`src/uat_pkg.sv`:
```
// Purpose: Shared constants, state type and bit-timing helper for the serial transmit link.
// Assumes: One 100 MHz clock; both ends use the same divisor settings and data format.
// Notes:   Bit length in clocks is (divisor + 1) scaled by a power-of-two prescale.
package uat_pkg;

  // ==========================================================================
  // Clocking and line levels
  // ==========================================================================
  localparam int         CLK_FREQ_HZ   = 100_000_000;
  localparam logic       LINE_MARK     = 1'b1;
  localparam logic       LINE_SPACE    = 1'b0;
  localparam logic       RESET_LINE    = LINE_MARK;

  // ==========================================================================
  // Bit timing
  // ==========================================================================
  localparam int         BIT_CNT_W     = 23;
  localparam logic [2:0] SHIFT_SLOW    = 3'h6;
  localparam logic [2:0] SHIFT_MID     = 3'h4;
  localparam logic [2:0] SHIFT_FAST    = 3'h2;

  // ==========================================================================
  // Frame format
  // ==========================================================================
  localparam logic [3:0] LAST_BIT_8    = 4'h7;
  localparam logic [3:0] LAST_BIT_9    = 4'h8;
  localparam logic [3:0] BIT_IDX_FIRST = 4'h0;

  // Gray coded along idle, start, data, stop.
  typedef enum logic [1:0] {
    UAT_IDLE  = 2'b00,
    UAT_START = 2'b01,
    UAT_DATA  = 2'b11,
    UAT_STOP  = 2'b10
  } uat_state_type;

  // Clocks per bit minus one. The narrow divisor ignores the high byte.
  function automatic logic [BIT_CNT_W-1:0] uat_bit_len_m1(
    input logic [7:0] divLow,
    input logic [7:0] divHigh,
    input logic       wideSel,
    input logic       highSpeed
  );
    logic [16:0] divPlus1;
    logic [2:0]  sh;
    divPlus1 = {1'b0, (wideSel ? divHigh : 8'h00), divLow} + 17'h0_0001;
    sh       = (wideSel && highSpeed) ? SHIFT_FAST :
               (wideSel || highSpeed) ? SHIFT_MID : SHIFT_SLOW;
    return ({6'h00, divPlus1} << sh) - 23'h00_0001;
  endfunction

endpackage

```
`src/uat_line_if.sv`:
```
// Purpose: Serial transmit line between the transmitter and a remote receiver.
// Assumes: The pin is pulled to mark level whenever nobody drives it.
// Notes:   The resolved level is the only thing the receiver sees.
`timescale 1ns/1ns
interface uat_line_if;
  logic pinOut;
  logic pinOe;
  logic lineLevel;

  // A released pin floats up to mark through the pull-up.
  assign lineLevel = pinOe ? pinOut : 1'b1;

  modport transmitter (output pinOut, output pinOe, input lineLevel);
  modport receiver (input lineLevel);
endinterface

```
`src/uat_transmitter.sv`:
```
// Purpose: Asynchronous serial transmitter with a one-deep buffer and a shift register.
// Assumes: Software controls arrive as same-clock levels; a write is a one-cycle strobe.
// Notes:   A character is loaded straight into the shifter when it is idle.
//
// Overview of operation
// - Idle line held at mark level.
// - Frame: start, eight/nine data, stop.
// - LSB first, each bit one baud period.
// - Bit rate from 8/16-bit clock divisor.
// - No hardware parity; ninth bit carries it.
// - Active only with enable, async, port on.
// - Port enable forces pin to drive.
// - Disabled port releases pin to general I/O.
// - Enabling transmit sets buffer-empty flag.
// - Write to idle shifter loads at once.
// - Queued character loads right after stop.
// - Empty flag clear only while inactive or queued behind busy.
// - Flag valid by second cycle after write.
// - Flag independent of its interrupt enable.
// - Software disables interrupt after last character.
// - Shifter-empty status clears during character.
// - Nine-bit select sends ninth bit last.
// - Software writes ninth bit before data.
// - Ninth bit one marks an address.
// - Software follows the documented setup order.
// - Enabled interrupt fires at once when empty.
`timescale 1ns/1ns
module uat_transmitter
  import uat_pkg::*;
(
  // Clock and reset.
  input  wire logic       clk,
  input  wire logic       nrst,
  // Serial line.
  uat_line_if.transmitter line,
  // Transmit control.
  input  wire logic       transmitEnable,
  input  wire logic       syncSelect,
  input  wire logic       serialPortEnable,
  input  wire logic       nineBitTxSelect,
  input  wire logic       txNinthDataBit,
  // Baud divisor.
  input  wire logic [7:0] baudDivisorLow,
  input  wire logic [7:0] baudDivisorHigh,
  input  wire logic       baudWideDivisorSelect,
  input  wire logic       baudHighSpeedSelect,
  // Buffer write.
  input  wire logic       dataWrite,
  input  wire logic [7:0] dataWriteValue,
  // Interrupt enables.
  input  wire logic       txEmptyIrqEnable,
  input  wire logic       peripheralIrqEnable,
  input  wire logic       globalIrqEnable,
  // Status and interrupt.
  output logic            txBufferEmptyFlag,
  output logic            shifterEmptyStatus,
  output logic            txIrqRequest,
  // General-purpose port logic sharing the pin.
  input  wire logic       gpioOut,
  input  wire logic       gpioOe,
  output logic            gpioIn
);
  import uat_pkg::*;

  // ==========================================================================
  // Control decode
  // ==========================================================================
  logic                 txActive;
  logic [BIT_CNT_W-1:0] bitLenM1;
  logic                 bitDone;

  // All three controls must agree before any character moves.
  assign txActive = transmitEnable && !syncSelect && serialPortEnable;
  assign bitLenM1 = uat_bit_len_m1(baudDivisorLow, baudDivisorHigh,
                                   baudWideDivisorSelect, baudHighSpeedSelect);

  // ==========================================================================
  // State
  // ==========================================================================
  uat_state_type        state_q;
  logic [BIT_CNT_W-1:0] baudCnt_q;
  logic [8:0]           shift_q;
  logic [3:0]           bitIdx_q;
  logic                 nine_q;
  logic                 bufFull_q;
  logic [8:0]           buf_q;
  logic                 lineOut_q;
  logic                 gpioMeta_q;
  logic                 gpioIn_q;
  logic                 loadFromWrite;
  logic                 loadFromBuf;
  logic                 frameEnd;
  logic [3:0]           lastIdx;

  assign bitDone  = (baudCnt_q == bitLenM1);
  assign lastIdx  = nine_q ? LAST_BIT_9 : LAST_BIT_8;
  // The stop bit must run its whole period before a frame ends.
  assign frameEnd = (state_q == UAT_STOP) && bitDone;
  // An idle shifter with nothing queued takes the write directly.
  assign loadFromWrite = txActive && dataWrite && !bufFull_q &&
                         ((state_q == UAT_IDLE) || frameEnd);
  // A queued character moves in the cycle the stop bit ends.
  assign loadFromBuf = txActive && bufFull_q &&
                       ((state_q == UAT_IDLE) || frameEnd);

  // Transmit buffer holds one character plus its ninth bit.
  always_ff @(posedge clk or negedge nrst) begin
    if (!nrst) begin
      bufFull_q <= 1'b0;
      buf_q     <= 9'h000;
    end else if (!txActive) begin
      bufFull_q <= 1'b0;
    end else if (dataWrite && !bufFull_q && !loadFromWrite) begin
      // The ninth bit is sampled with the data, so it must be set up first.
      bufFull_q <= 1'b1;
      buf_q     <= {txNinthDataBit, dataWriteValue};
    end else if (loadFromBuf) begin
      bufFull_q <= 1'b0;
    end
  end

  // Frame sequencer. Disabling the transmitter abandons any frame in flight.
  always_ff @(posedge clk or negedge nrst) begin
    if (!nrst) begin
      state_q   <= UAT_IDLE;
      baudCnt_q <= '0;
      shift_q   <= 9'h000;
      bitIdx_q  <= BIT_IDX_FIRST;
      nine_q    <= 1'b0;
      lineOut_q <= RESET_LINE;
    end else if (!txActive) begin
      state_q   <= UAT_IDLE;
      baudCnt_q <= '0;
      lineOut_q <= LINE_MARK;
    end else if (loadFromWrite || loadFromBuf) begin
      // All nine bits enter the shifter together; no parity is added.
      shift_q   <= loadFromBuf ? buf_q : {txNinthDataBit, dataWriteValue};
      nine_q    <= nineBitTxSelect;
      state_q   <= UAT_START;
      baudCnt_q <= '0;
      bitIdx_q  <= BIT_IDX_FIRST;
      lineOut_q <= LINE_SPACE;
    end else if (state_q != UAT_IDLE) begin
      if (!bitDone) begin
        baudCnt_q <= baudCnt_q + 23'h00_0001;
      end else begin
        baudCnt_q <= '0;
        case (state_q)
          UAT_START: begin
            state_q   <= UAT_DATA;
            lineOut_q <= shift_q[0];
          end
          UAT_DATA: begin
            if (bitIdx_q == lastIdx) begin
              state_q   <= UAT_STOP;
              lineOut_q <= LINE_MARK;
            end else begin
              shift_q   <= {1'b0, shift_q[8:1]};
              bitIdx_q  <= bitIdx_q + 4'h1;
              lineOut_q <= shift_q[1];
            end
          end
          default: begin
            state_q   <= UAT_IDLE;
            lineOut_q <= LINE_MARK;
          end
        endcase
      end
    end
  end

  // Port input seen through two flops before general-purpose logic reads it.
  always_ff @(posedge clk or negedge nrst) begin
    if (!nrst) begin
      gpioMeta_q <= 1'b1;
      gpioIn_q   <= 1'b1;
    end else begin
      gpioMeta_q <= line.lineLevel;
      gpioIn_q   <= gpioMeta_q;
    end
  end

  // ==========================================================================
  // Pin ownership and status
  // ==========================================================================
  // The port enable takes the pin even with the transmitter off; it then idles at mark.
  assign line.pinOe  = serialPortEnable ? 1'b1 : gpioOe;
  assign line.pinOut = serialPortEnable ? lineOut_q : gpioOut;
  assign gpioIn      = gpioIn_q;

  // The flag follows buffer occupancy only; it rises as soon as enable does.
  assign txBufferEmptyFlag  = txActive && !bufFull_q;
  assign shifterEmptyStatus = (state_q == UAT_IDLE);
  // Gating by the enables alone, so an empty buffer interrupts at once.
  assign txIrqRequest = txBufferEmptyFlag && txEmptyIrqEnable &&
                        peripheralIrqEnable && globalIrqEnable;

endmodule

```
`src/flat_wrapper.sv`:
```
// flat-port wrapper written by rule: the top's interface ports become plain ports
module uat_transmitter_flat import uat_pkg::*;
  (clk, nrst, transmitEnable, syncSelect, serialPortEnable, nineBitTxSelect, txNinthDataBit, baudDivisorLow, baudDivisorHigh, baudWideDivisorSelect, baudHighSpeedSelect, dataWrite, dataWriteValue, txEmptyIrqEnable, peripheralIrqEnable, globalIrqEnable, txBufferEmptyFlag, shifterEmptyStatus, txIrqRequest, gpioOut, gpioOe, gpioIn, line_pinOut, line_pinOe);
  uat_line_if line_i ();
  input  wire logic clk;
  input  wire logic nrst;
  input  wire logic transmitEnable;
  input  wire logic syncSelect;
  input  wire logic serialPortEnable;
  input  wire logic nineBitTxSelect;
  input  wire logic txNinthDataBit;
  input  wire logic [7:0] baudDivisorLow;
  input  wire logic [7:0] baudDivisorHigh;
  input  wire logic baudWideDivisorSelect;
  input  wire logic baudHighSpeedSelect;
  input  wire logic dataWrite;
  input  wire logic [7:0] dataWriteValue;
  input  wire logic txEmptyIrqEnable;
  input  wire logic peripheralIrqEnable;
  input  wire logic globalIrqEnable;
  output logic txBufferEmptyFlag;
  output logic shifterEmptyStatus;
  output logic txIrqRequest;
  input  wire logic gpioOut;
  input  wire logic gpioOe;
  output logic gpioIn;
  output wire logic [$bits(line_i.pinOut)-1:0] line_pinOut;
  output wire logic [$bits(line_i.pinOe)-1:0] line_pinOe;
  assign line_pinOut = line_i.pinOut;
  assign line_pinOe = line_i.pinOe;
  uat_transmitter u_core (.clk(clk), .nrst(nrst), .line(line_i), .transmitEnable(transmitEnable), .syncSelect(syncSelect), .serialPortEnable(serialPortEnable), .nineBitTxSelect(nineBitTxSelect), .txNinthDataBit(txNinthDataBit), .baudDivisorLow(baudDivisorLow), .baudDivisorHigh(baudDivisorHigh), .baudWideDivisorSelect(baudWideDivisorSelect), .baudHighSpeedSelect(baudHighSpeedSelect), .dataWrite(dataWrite), .dataWriteValue(dataWriteValue), .txEmptyIrqEnable(txEmptyIrqEnable), .peripheralIrqEnable(peripheralIrqEnable), .globalIrqEnable(globalIrqEnable), .txBufferEmptyFlag(txBufferEmptyFlag), .shifterEmptyStatus(shifterEmptyStatus), .txIrqRequest(txIrqRequest), .gpioOut(gpioOut), .gpioOe(gpioOe), .gpioIn(gpioIn));
endmodule
```
`config.mk`:
```
export PLATFORM = sky130hd
export DESIGN_NAME = uat_transmitter_flat
export DESIGN_NICKNAME = d
export VERILOG_FILES = /design/src/uat_pkg.sv /design/src/uat_line_if.sv /design/src/uat_transmitter.sv /design/src/flat_wrapper.sv
export SDC_FILE = /design/constraint.sdc
export NUM_CORES = 1
export LEC_CHECK = 0
export BUFFER_PORTS_ARGS = -buffer_cell sky130_fd_sc_hd__buf_4
export CAP_MARGIN = 15
export CORE_UTILIZATION = 35
export DETAILED_ROUTE_END_ITERATION = 10
export PLACE_DENSITY = 0.5
export SETUP_SLACK_MARGIN = 0.4
export SLEW_MARGIN = 20
export SYNTH_ARGS = -nofsm -noshare
export SYNTH_HDL_FRONTEND = slang
export SYNTH_SLANG_ARGS = --single-unit
```
`constraint.sdc`:
```
create_clock -name clk -period 3.7 [get_ports clk]
set_input_delay 0.555 -clock clk [delete_from_list [all_inputs] [get_ports clk]]
set_output_delay 0.555 -clock clk [all_outputs]
set_load 0.01 [all_outputs]
```
==> impl_results.md, run 1 <==
- Status: finished, violations left
- Failing checks: setup timing
- First-pass GRT wire length: 26.6 mm
- Setup WS post-layout: -0.497 ns
- Synth Net Count: 678
- Post-synth top area cell: dfrtp_1
- Largest net degree at the start of global routing: 53
- Async set or reset register ratio after synthesis: 1.00
- Max clock buf depth: 2
- Drt pass-1 iters: 4
- Crit share post-route: 1.13
- Combinational family with the most area after synthesis: simple AND/OR/NAND/NOR gates
- Initial DRC Count: 285
- Worst path slowest cell: or4b_2
- Footprint of the multi-input gates: 3880 µm²
- Initial Util: 0.365
- Crit path cell chain: buf_8 > inv_4 > ha_4 > nand2b_4 > a21o_1 > ha_2 > nand2_2 > inv_2 > nand4_1 > buf_4 > nor3_1 > or4b_2 > a311oi_1 > o311ai_1 > a211oi_2 > nand4_1 > o21ai_4 > a21oi_4 > buf_12 > mux2_2
- Total wire length: 16.3 mm
- Largest stage delay, worst path: 0.62 ns
- Synth Area in Simple Gates: 0.337
- Diode count: 0
- Pre-CTS WS: -1.11 ns
- Post-synthesis mux area share: 0.0915
- Pleak: 3.27 nW
- WP data required: 3.88 ns
- Top cell type's share of synthesized area: 0.239
- Period minus WS final: 4.20 ns
- Max Slew Vio Count: 0
- CTS root buffer: clkbuf_16
- Final Hold Vio Count: 0
- Die area: 15200 µm²
- Critical path arrival: 4.38 ns
- Sw Ratio: 0.320
- Most frequent cells in the layout: 215 x buf_4, 54 x nand2_1, 49 x nor2_1, 49 x dfrtp_1, 46 x nand3_1
- Critical path class: input pin to flop
- Max-Slew Margin vs Limit: 0.546
- Critical Path Sink Type: flop
- Netlist Area Pre-Place: 5140 µm²
- Max Cap Viol: 0
- H-tree Lvls: 2
- Drt via density: 5.54
- Maximum clock rate: 0.238 GHz
- Final std cells w/o fill: 1017
- Synth Flop Type: dfrtp_1
- I/O pins: 45
- Clock slew at reported path FFs: 0.07 ns
- Top post-synthesis cells by area: dfrtp_1 24%, mux2i_1 5.6%, nand3_1 4.7%
- Power density over the cells: 240 nW/µm²
- Share of layout cells above drive strength 1: 0.389
- #FFs+latches synth: 52
- Post-Synth XOR/XNOR Area: 0.0630
- Hold crit path type: input pin to asynchronous set/reset pin
- Critical path's most frequent cell: nand4_1
- VDD IR max: 0.196 mV
- HPWL Detailed: 12.6 mm
- CTS buffer count: 5
- CP bufs+invs: 5
- I/O Buffers: 44
- Placer Congestion: 0.872
- Post-Syn Area per Cell: 8.13 µm²
- Layout Nets: 882
- Internal Pwr Total: 1.21 mW
- Setup_tns: -22.52 ns
- CTS tree: built
- Most common cell after layout, fill and taps aside: buf_4
- Die Span Y: 123 µm
- Crit-path leading delay family: simple AND/OR/NAND/NOR gates
- FP Rows: 43
- Filler instances: 1350
- Cell Area, Placed: 6840 µm²
- Via count of the first global-routing pass: 5456
- Fin area: 7440 µm²
- Worst-margin pin slew: 0.681 ns
- Total grt overflow: 0
- Hold-fix buffers, CTS: 0
- Post-Synth Adder-Cell Area: 0.0170
- CORE AREA: 14100 µm²
- Area Growth Syn to Fin: 44.8%
- Psw: 0.572 mW
- Post-synthesis cell count: 632
- Fin util: 0.528
- Unrepaired setup endpoints after global routing: true
- GRT Util Overall: 0.221
- Number of flops mapped to enable cells by yosys: 0
- Initial antenna violation count: 0
- Final Skew: 0.00280 ns
- Die Wd: 123 µm
- Comb pwr share: 0.399
- Worst Path Max Fanout: 9
- Pwr Total: 1.79 mW
- Via count: 5638
- Sequential Power Share: 0.346
- Routed Antenna Nets: 0
- Cells after DPL: 988
- WL per Instance: 16.0 µm
- Skew-Pair Late Insertion Delay: 0.29 ns
- Setup violations, final: 50
- CP Launch Type: input pin
- Hold Slack: 0.293 ns
- Complex-gate fraction of the synthesized area: 0.191
- Clk pwr share: 0.255
- Sequential element share of the synthesized area: 0.254
- Netlist cell types: 84
- Clock Sinks: 52
- Yosys Warn Count: 0
- Reg area: 1310 µm²
- DRC: 0
## layer usage
| layer | wire length [µm] | GRT usage |
|---|---|---|
| met5 | 0 | 0 |
| met4 | 130 | 0.0414 |
| met3 | 387 | 0.0281 |
| met2 | 7720 | 0.364 |
| met1 | 8010 | 0.310 |
## state kept, by name (all words and copies together) (netlist names)
register and count:
u_core.gpioIn 1, u_core.bufFull_q 1, u_core.baudCnt_q 23, u_core.nine_q 1
u_core.shift_q 9, u_core.lineOut_q 1, u_core.bitIdx_q 4, u_core.state_q 2
u_core.buf_q 9, u_core.gpioMeta_q 1
## power groups by stage
stage | logic [mW] | registers, mW | clock network (mW)
after global placement | 0.628 | 0.626 | 0
after CTS | 0.701 | 0.616 | 0.467
after floorplan | 0.334 | 0.620 | 0
final | 0.713 | 0.618 | 0.456
after global routing | 0.779 | 0.621 | 0.492
after detailed placement | 0.641 | 0.626 | 0
## cell usage after synthesis, types with 7 or more instances
| cell type | n |
|---|---|
| a21oi_1 | 14 |
| a31oi_1 | 8 |
| and2_1 | 19 |
| and3_1 | 16 |
| and4_1 | 8 |
| buf_2 | 11 |
| buf_4 | 7 |
| clkbuf_1 | 11 |
| dfrtp_1 | 49 |
| ha_1 | 7 |
| inv_1 | 15 |
| mux2_2 | 16 |
| mux2i_1 | 29 |
| nand2_1 | 57 |
| nand3_1 | 48 |
| nand4_1 | 14 |
| nor2_1 | 50 |
| nor3_1 | 24 |
| nor4_1 | 13 |
| o211ai_1 | 8 |
| o21ai_0 | 17 |
| or3_1 | 14 |
| xnor2_1 | 18 |
| xor2_1 | 19 |
## cell type report
type | count | share of cell area
Sequential cell | 52 | 0.175
Clock inverter | 1 | 0.000672
Timing Repair Buffer | 232 | 0.246
Multi-Input combinational cell | 529 | 0.522
Tap cell | 180 | 0.0303
Clock buffer | 7 | 0.0178
Inverter | 16 | 0.00841
## kinds of logic (layout without fill, tap and decap cells)
kind of cell	count (synthesis)	after routing
fa+ha+maj	7	7
mux	45	45
compound gates	129	129
xor+xnor	37	37
buf+inv	51	256
flops	52	52
simple gates	311	311
## timing repair
action                                 CTS  global route
pin swaps                               18             9
endpoints found under the hold margin    0             0
resized for setup                       50            17
setup buffers                           16             4
setup endpoints to repair               50            50
gates cloned                             1             0
## path summary, 6_finish.rpt
kind,endpoint,from,cells past startpoint,slack [ns]
min,u_core.baudCnt_q[2]$_DFFE_PN0P_,nrst,1,0.29
max reg2reg,u_core.buf_q[7]$_DFFE_PN0P_,u_core.baudCnt_q[6]$_DFFE_PN0P_,11,0.62
max,u_core.buf_q[7]$_DFFE_PN0P_,baudWideDivisorSelect,20,-0.50
min reg2reg,u_core.gpioIn$_DFF_PN1_,u_core.gpioMeta_q$_DFF_PN1_,0,0.36
max in group asynchronous,u_core.shift_q[5]$_DFFE_PN0P_,nrst,1,2.94
min in group clk,u_core.gpioIn$_DFF_PN1_,u_core.gpioMeta_q$_DFF_PN1_,0,0.36
Power figures use the tool's default switching activity.
==> inputs of run 2 (changes only) <==
--- a/config.mk
+++ b/config.mk
@@ -5,11 +5,15 @@
 export SDC_FILE = /design/constraint.sdc
 export NUM_CORES = 1
 export LEC_CHECK = 0
+export ABC_AREA = 1
 export BUFFER_PORTS_ARGS = -buffer_cell sky130_fd_sc_hd__buf_4
 export CAP_MARGIN = 15
-export CORE_UTILIZATION = 35
+export CELL_PAD_IN_SITES_DETAIL_PLACEMENT = 1
+export CELL_PAD_IN_SITES_GLOBAL_PLACEMENT = 2
+export CORE_ASPECT_RATIO = 0.5
+export CORE_UTILIZATION = 33
 export DETAILED_ROUTE_END_ITERATION = 10
-export PLACE_DENSITY = 0.5
+export PLACE_DENSITY = 0.79
 export SETUP_SLACK_MARGIN = 0.4
 export SLEW_MARGIN = 20
 export SYNTH_ARGS = -nofsm -noshare
==> run 2 against run 1 <==
  * The run now ends clean
  * Sequential share of layout area increased by 0.71 points
  * Count of clock-buffer cells in the layout down 1
  * Critical path depth increased by 2
  * Total power grew 3.7%
  * Utilization decreased by 6.6 points
  * Non-clock buffer count fell by 142
  * Setup slack improved by 1.0 ns
  * First-iteration DRC count up 1.8%
==> impl_results.md, run 2 <==
- FP Rows: 32 (was 43)
- Via count of the first global-routing pass: 5878 (was 5456)
- Die area: 16500 µm² (was 15200 µm²)
- I/O pins: 45 (unchanged)
- Post-synthesis cell count: 849 (was 632)
- Diode count: 0 (unchanged)
- First-pass GRT wire length: 28.9 mm (was 26.6 mm)
- Synth Flop Type: dfrtp_1 (unchanged)
- Unrepaired setup endpoints after global routing: true (unchanged)
- Post-Syn Area per Cell: 6.20 µm² (was 8.13 µm²)
- Fin area: 7150 µm² (was 7440 µm²)
- Total grt overflow: 0 (unchanged)
- Max Slew Vio Count: 0 (unchanged)
- Clock slew at reported path FFs: 0.07 ns (about the same)
- CTS buffer count: 5 (unchanged)
- Initial antenna violation count: 0 (unchanged)
- Top cell type's share of synthesized area: 0.233 (was 0.239)
- Yosys Warn Count: 0 (unchanged)
- CP Launch Type: input pin (unchanged)
- Filler instances: 1995 (was 1350)
- Final Hold Vio Count: 0 (unchanged)
- Max clock buf depth: 2 (unchanged)
- Area Growth Syn to Fin: 35.9% (was 44.8%)
- I/O Buffers: 44 (unchanged)
- Count leader, synth: nand2_1 (unchanged)
- Largest registers: u_core.baudCnt_q: 23 flops, u_core.buf_q: 9 flops, u_core.shift_q: 9 flops (unchanged)
- Number of flops mapped to enable cells by yosys: 0 (unchanged)
- Drt pass-1 iters: 4 (unchanged)
- Most common library cells after synthesis: 244 x nand2_1, 144 x nand3_1, 84 x nor2_1 (was 57 x nand2_1, 50 x nor2_1, 49 x dfrtp_1)
- Post-synth top area cell: dfrtp_1 (unchanged)
- CORE AREA: 15500 µm² (was 14100 µm²)
- Die Wd: 181 µm (was 123 µm)
- Pre-CTS WS: -0.102 ns (was -1.11 ns)
- Setup violations, final: 0 (was 50)
- Via count: 5833 (was 5638)
- Crit-path leading delay family: simple AND/OR/NAND/NOR gates (unchanged)
- Hold Slack: 0.296 ns (was 0.293 ns)
- GRT Util Overall: 0.216 (was 0.221)
- Worst r2r src: u_core.bufFull_q$_DFFE_PN0P_ (was u_core.baudCnt_q[6]$_DFFE_PN0P_)
- Drt via density: 5.16 (was 5.54)
- Maximum clock rate: 0.314 GHz (was 0.238 GHz)
- Hold crit path type: input pin to asynchronous set/reset pin (unchanged)
- Share of layout cells above drive strength 1: 0.310 (was 0.389)
- Most common cell after layout, fill and taps aside: nand2_1 (was buf_4)
- Pleak: 3.31 nW (was 3.27 nW)
- Routed Antenna Nets: 0 (unchanged)
- Die Span Y: 91.3 µm (was 123 µm)
- Critical path class: input pin to flop (unchanged)
- Cells after DPL: 1097 (was 988)
- Netlist cell types: 43 (was 84)
- HPWL Detailed: 13.8 mm (was 12.6 mm)
- Top post-synthesis cells by area: dfrtp_1 23%, nand2_1 17%, nand3_1 14% (was dfrtp_1 24%, mux2i_1 5.6%, nand3_1 4.7%)
- WP data required: 3.88 ns (about the same)
- Final Skew: 0.00723 ns (was 0.00280 ns)
- Crit share post-route: 0.860 (was 1.13)
- Synth Net Count: 895 (was 678)
- #FFs+latches synth: 52 (unchanged)
- CTS root buffer: clkbuf_16 (unchanged)
- DRC: 0 (unchanged)
- Worst path slowest cell: o21ai_0 (was or4b_2)
- Critical path arrival: 3.36 ns (was 4.38 ns)
- Placer Congestion: 0.825 (was 0.872)
- H-tree Lvls: 2 (unchanged)
- CTS tree: built (unchanged)
- Sequential element share of the synthesized area: 0.248 (was 0.254)
- Async set or reset register ratio after synthesis: 1.00 (unchanged)
- R2r endpoint: u_core.baudCnt_q[21]$_DFFE_PN0P_ (was u_core.buf_q[7]$_DFFE_PN0P_)
- Clock Sinks: 52 (unchanged)
- Setup_tns: 0 ns (was -22.52 ns)
- Initial Util: 0.340 (was 0.365)
- Crit path cell chain: buf_8 > ha_4 > nand3_4 > o21ai_0 > nand3_2 > nand3_1 > nand2_2 > buf_4 > buf_4 > xor2_1 > or2_2 > nand4_1 > nor2_1 > nand2_1 > nor2_2 > nand4_1 > nor2_4 > nand2_4 > nand2_8 > nand2_8 > nand2_2 > nand3_2 (was buf_8 > inv_4 > ha_4 > nand2b_4 > a21o_1 > ha_2 > nand2_2 > inv_2 > nand4_1 > buf_4 > nor3_1 > or4b_2 > a311oi_1 > o311ai_1 > a211oi_2 > nand4_1 > o21ai_4 > a21oi_4 > buf_12 > mux2_2)
- WL per Instance: 16.1 µm (was 16.0 µm)
- Max Cap Viol: 0 (unchanged)
- Netlist Area Pre-Place: 5260 µm² (was 5140 µm²)
- Initial DRC Count: 290 (was 285)
- Layout Nets: 971 (was 882)
- Status: finished clean (was finished, violations left)
- Skew-Pair Late Insertion Delay: 0.29 ns (about the same)
- Pwr Total: 1.85 mW (was 1.79 mW)
- Max FFs per register: 23 (unchanged)
- R2R depth: 16 (was 11)
- Max-Slew Margin vs Limit: 0.549 (was 0.546)
- VDD IR max: 0.182 mV (was 0.196 mV)
- Largest stage delay, worst path: 0.31 ns (was 0.62 ns)
- CP bufs+invs: 3 (was 5)
- Worst-margin pin slew: 0.677 ns (was 0.681 ns)
- Most frequent cells in the layout: 206 x nand2_1, 109 x nand3_1, 77 x inv_1, 68 x buf_4, 65 x nor2_1 (was 215 x buf_4, 54 x nand2_1, 49 x nor2_1, 49 x dfrtp_1, 46 x nand3_1)
- Worst Path Max Fanout: 8 (was 9)
- Cell Area, Placed: 6050 µm² (was 6840 µm²)
- Fin util: 0.462 (was 0.528)
- Total wire length: 18.2 mm (was 16.3 mm)
- Biggest register: u_core.baudCnt_q (unchanged)
- R2R Setup Slk: 0.91 ns (was 0.62 ns)
- Critical Path Sink Type: flop (unchanged)
- Period minus WS final: 3.18 ns (was 4.20 ns)
- Power density over the cells: 259 nW/µm² (was 240 nW/µm²)
- Largest net degree at the start of global routing: 53 (unchanged)
- Setup WS post-layout: 0.518 ns (was -0.497 ns)
- Final std cells w/o fill: 1130 (was 1017)
run 2: cell types whose count changed after synthesis, sizes merged, moves of 15 or more:
cell	change
nand3	+104
mux2i	-29
nor4	-15
inv	+70
and2	-19
nor2	+55
mux2	-16
nand4	+21
nand2	+216
run 2: worst reg2reg max path, cell delays in order (launching register included):
cell and delay [ns]:
dfrtp_1 0.48, clkinvlp_4 0.16, nor2_1 0.18, nor2_1 0.13
nand3_1 0.14, nand4_1 0.15, nor2_1 0.12, inv_1 0.07
nor2_1 0.15, nand3_1 0.12, nor2_1 0.18, inv_2 0.08
nor4_4 0.19, nand3_1 0.16, nor2_1 0.14, xor2_1 0.16
nor2_1 0.06
run 2: worst max-delay path by stage:
stage / cells after the start / to / start / slack [ns]
after global placement: 21 / u_core.shift_q[8]$_DFFE_PN0P_ / baudHighSpeedSelect / -0.03
after detailed placement: 22 / u_core.shift_q[8]$_DFFE_PN0P_ / baudWideDivisorSelect / -0.10
after CTS: 23 / u_core.shift_q[0]$_DFFE_PN0P_ / baudHighSpeedSelect / 0.41
final: 22 / u_core.shift_q[1]$_DFFE_PN0P_ / baudDivisorLow[1] / 0.52
after floorplan: 29 / u_core.shift_q[1]$_DFFE_PN0P_ / baudWideDivisorSelect / 0.42
after global routing: 22 / u_core.shift_q[1]$_DFFE_PN0P_ / baudDivisorLow[1] / 0.34
run 2: what timing repair did:
item / in CTS / in global routing
hold buffers: 0 / 0
setup buffers: 0 / 19
endpoints found under the setup margin: 47 / 47
gates cloned: 0 / 6
gates resized for setup: 13 / 154
pin swaps: 4 / 64
run 2: cells by family after synthesis:
group,synth area share
buffers and inverters,0.0844
AND/OR/NAND/NOR,0.541
flip-flops,0.248
XOR/XNOR,0.0582
adder cells (fa/ha/maj),0.0166
AO/OA/AOI/OAI,0.0516
run 2: layout make-up:
type | count | area (µm²) | area share
Clock inverter | 2 | 16.3 | 0.00227
Multi-Input combinational cell | 687 | 4210 | 0.588
Timing Repair inverter | 1 | 5.00 | 0.000700
Tap cell | 204 | 255 | 0.0357
Clock buffer | 6 | 129 | 0.0180
Timing Repair Buffer | 90 | 885 | 0.124
Sequential cell | 52 | 1310 | 0.182
Inverter | 88 | 350 | 0.0490
run 2: report_power, final:
group          leakage, nW  internal (mW)  switching, mW  total [mW]
clock               0.0671          0.253          0.220       0.473
sequential           0.686          0.603         0.0247       0.628
combinational         2.55          0.287          0.465       0.752
total                 3.31           1.14          0.709        1.85
run 2: metal layers:
| layer | up-vias | part of all wire | global-route usage | wire length [µm] |
|---|---|---|---|---|
| met1 | 2828 | 0.51 | 0.306 | 9260 |
| met4 | 0 | 0.0067 | 0.0349 | 122 |
| met3 | 11 | 0.018 | 0.0152 | 325 |
| met5 | - | 0 | 0 | 0 |
| li1 | 2930 | - | - | - |
| met2 | 64 | 0.47 | 0.362 | 8490 |
==> inputs of run 3 (changes only) <==
--- a/config.mk
+++ b/config.mk
@@ -11,9 +11,10 @@
 export CELL_PAD_IN_SITES_DETAIL_PLACEMENT = 1
 export CELL_PAD_IN_SITES_GLOBAL_PLACEMENT = 2
 export CORE_ASPECT_RATIO = 0.5
-export CORE_UTILIZATION = 33
+export CORE_UTILIZATION = 30
 export DETAILED_ROUTE_END_ITERATION = 10
-export PLACE_DENSITY = 0.79
+export GPL_TIMING_DRIVEN = 0
+export PLACE_DENSITY = 0.76
 export SETUP_SLACK_MARGIN = 0.4
 export SLEW_MARGIN = 20
 export SYNTH_ARGS = -nofsm -noshare
==> constraint.sdc (replaced) <==
create_clock -name clk -period 2.6 [get_ports clk]
set_input_delay 0.39 -clock clk [delete_from_list [all_inputs] [get_ports clk]]
set_output_delay 0.39 -clock clk [all_outputs]
set_load 0.01 [all_outputs]
==> run 3 against run 2 <==
  * The flow now finishes with violations (setup timing)
  * Setup slack got worse by 1.2 ns
  * Wire length increased by 2.3%
  * Critical path depth is 4 higher
  * Final cell count increased by 4.4%
  * Flip-flop and latch count unchanged
  * First-iteration DRC count shrank 29%
  * Critical path type unchanged
  * Largest cell class unchanged
==> impl_results.md, run 3 (same netlist as run 2, synthesis figures left out) <==
- Max Slew Vio Count: 0 (unchanged)
- Unrepaired setup endpoints after global routing: true (unchanged)
- Initial antenna violation count: 0 (unchanged)
- Max-Slew Margin vs Limit: 0.529 (was 0.549)
- Layout Nets: 998 (was 971)
- Power density over the cells: 363 nW/µm² (was 259 nW/µm²)
- Most frequent cells in the layout: 214 x nand2_1, 111 x nand3_1, 86 x buf_4, 78 x inv_1, 70 x nor2_1 (was 206 x nand2_1, 109 x nand3_1, 77 x inv_1, 68 x buf_4, 65 x nor2_1)
- Status: finished, violations left (was finished clean)
- R2R depth: 16 (unchanged)
- Setup_tns: -28.42 ns (was 0 ns)
- Pre-CTS WS: -1.39 ns (was -0.102 ns)
- I/O pins: 45 (unchanged)
- Via count of the first global-routing pass: 5974 (was 5878)
- WP data required: 2.78 ns (was 3.88 ns)
- First-pass GRT wire length: 30.3 mm (was 28.9 mm)
- WL per Instance: 15.8 µm (was 16.1 µm)
- Drt pass-1 iters: 4 (unchanged)
- Diode count: 0 (unchanged)
- CTS tree: built (unchanged)
- DRC: 0 (unchanged)
- Clock Sinks: 52 (unchanged)
- Via count: 5907 (was 5833)
- Max clock buf depth: 2 (unchanged)
- CTS buffer count: 5 (unchanged)
- Failing checks: setup timing
- Pleak: 3.40 nW (was 3.31 nW)
- Total wire length: 18.6 mm (was 18.2 mm)
- Drt via density: 5.01 (was 5.16)
- Worst Path Max Fanout: 8 (unchanged)
- Hold crit path type: input pin to asynchronous set/reset pin (unchanged)
- Biggest register: u_core.baudCnt_q (unchanged)
- Largest net degree at the start of global routing: 53 (unchanged)
- CTS root buffer: clkbuf_16 (unchanged)
- Maximum clock rate: 0.305 GHz
- CP Launch Type: input pin (unchanged)
- CORE AREA: 16800 µm² (was 15500 µm²)
- R2R Setup Slk: -0.38 ns (was 0.91 ns)
- Critical path origin: baudWideDivisorSelect (was baudDivisorLow[1])
- I/O Buffers: 44 (unchanged)
- Share of layout cells above drive strength 1: 0.308 (was 0.310)
- Final Hold Vio Count: 0 (unchanged)
- Die Wd: 189 µm (was 181 µm)
- Hold Slack: 0.149 ns (was 0.296 ns)
- CP endpoint: u_core.shift_q[0]$_DFFE_PN0P_ (was u_core.shift_q[1]$_DFFE_PN0P_)
- Setup violations, final: 50 (was 0)
- H-tree Lvls: 2 (unchanged)
- FP Rows: 33 (was 32)
- Clock slew at reported path FFs: 0.07 ns (about the same)
- Crit share post-route: 1.26
- Largest registers: u_core.baudCnt_q: 23 flops, u_core.buf_q: 9 flops, u_core.shift_q: 9 flops (unchanged)
- Most common cell after layout, fill and taps aside: nand2_1 (unchanged)
- Max Cap Viol: 0 (unchanged)
- R2r endpoint: u_core.baudCnt_q[21]$_DFFE_PN0P_ (unchanged)
- Setup WS post-layout: -0.675 ns (was 0.518 ns)
- Max FFs per register: 23 (unchanged)
- Critical path arrival: 3.45 ns (was 3.36 ns)
- Area Growth Syn to Fin: 38.1% (was 35.9%)
- Critical Path Sink Type: flop (unchanged)
- HPWL Detailed: 14.1 mm (was 13.8 mm)
- Worst-margin pin slew: 0.706 ns (was 0.677 ns)
- VDD IR max: 0.281 mV (was 0.182 mV)
- Routed Antenna Nets: 0 (unchanged)
- Hold-fix buffers, CTS: 0 (unchanged)
- Pwr Total: 2.64 mW (was 1.85 mW)
- Die Span Y: 95.7 µm (was 91.3 µm)
- Die area: 18100 µm² (was 16500 µm²)
- Total grt overflow: 0 (unchanged)
- Skew-Pair Late Insertion Delay: 0.29 ns (about the same)
- Placer Congestion: 0.811 (was 0.825)
- Initial Util: 0.314 (was 0.340)
- Initial DRC Count: 206 (was 290)
- Period minus WS final: 3.28 ns
- Worst r2r src: u_core.bufFull_q$_DFFE_PN0P_ (unchanged)
- Final Skew: 0.00586 ns (was 0.00723 ns)
- Critical path class: input pin to flop (unchanged)
- GRT Util Overall: 0.210 (was 0.216)
run 3: cell types whose count changed in the layout (fill, tap and decap cells not counted), sizes merged:
| cell | change |
|---|---|
| clkinvlp | -2 |
| nand2 | -1 |
| buf | +25 |
| clkinv | +1 |
| clkbuf | +4 |
run 3: repair_timing:
item	4_1_cts	5_1_grt
setup buffers	34	14
endpoints found under the setup margin	50	50
pin swaps	45	33
cloned	3	1
gates resized for setup	93	86
run 3: worst min-delay path by stage:
stage / start / endpoint / slack [ns] / depth (start not counted)
final: nrst / u_core.nine_q$_DFFE_PN0P_ / 0.15 / 1
after global routing: nrst / u_core.bitIdx_q[3]$_DFFE_PN0P_ / 0.21 / 1
after CTS: nrst / u_core.baudCnt_q[19]$_DFFE_PN0P_ / 0.18 / 1
after detailed placement: u_core.gpioMeta_q$_DFF_PN1_ / u_core.gpioIn$_DFF_PN1_ / 0.35 / 0
after global placement: u_core.gpioMeta_q$_DFF_PN1_ / u_core.gpioIn$_DFF_PN1_ / 0.35 / 0
after floorplan: nrst / u_core.baudCnt_q[0]$_DFFE_PN0P_ / 0.09 / 0
run 3: power by group:
group	leakage, nW	switching (mW)	internal, mW	total, mW
registers	0.686	0.0447	0.859	0.903
clock network	0.0669	0.307	0.357	0.663
logic	2.65	0.649	0.423	1.07
run 3: routing by layer:
metal  share of wire  wire, µm  global-route usage  up-vias
met5               0         0                   0        -
met4          0.0076       142              0.0397        0
met3           0.020       381              0.0144       12
met2            0.46      8500               0.365       74
met1            0.52      9590               0.290     2841
li1                -         -                   -     2980
run 3: layout make-up:
cell class,count,area [µm²]
fill,2181,9500
multi-input combinational,686,4120
sequential,52,1310
timing repair buffer,96,816
inverter,88,354
tap,227,284
buffer,23,245
clock buffer,6,129
clock inverter,2,12.5
run 3: per-stage QoR:
step | area [µm²] | std cells | util
after floorplan | 5450 | 849 | -
after global placement | 6060 | 1120 | 0.362
after detailed placement | 6060 | 1120 | 0.362
after CTS | 6870 | 1165 | 0.410
after global routing | 7270 | 1180 | 0.434
final | 7270 | 1180 | 0.434
run 3: critical path, stage by stage:
cell and delay (ns):
buf_8 0.10, buf_8 0.11, buf_8 0.11, inv_4 0.04, ha_4 0.19, buf_8 0.14
or2_4 0.25, nand3_4 0.08, ha_4 0.20, nand2_2 0.07, nor3b_2 0.16, and3_1 0.19
buf_4 0.10, buf_4 0.09, buf_4 0.09, buf_4 0.09, nand3_2 0.10, nor2_4 0.17
nand3_4 0.11, nand2_4 0.12, nand2_8 0.09, nand2_4 0.10, nand2_8 0.08, buf_12 0.15
nand2_2 0.06, nand3_2 0.05
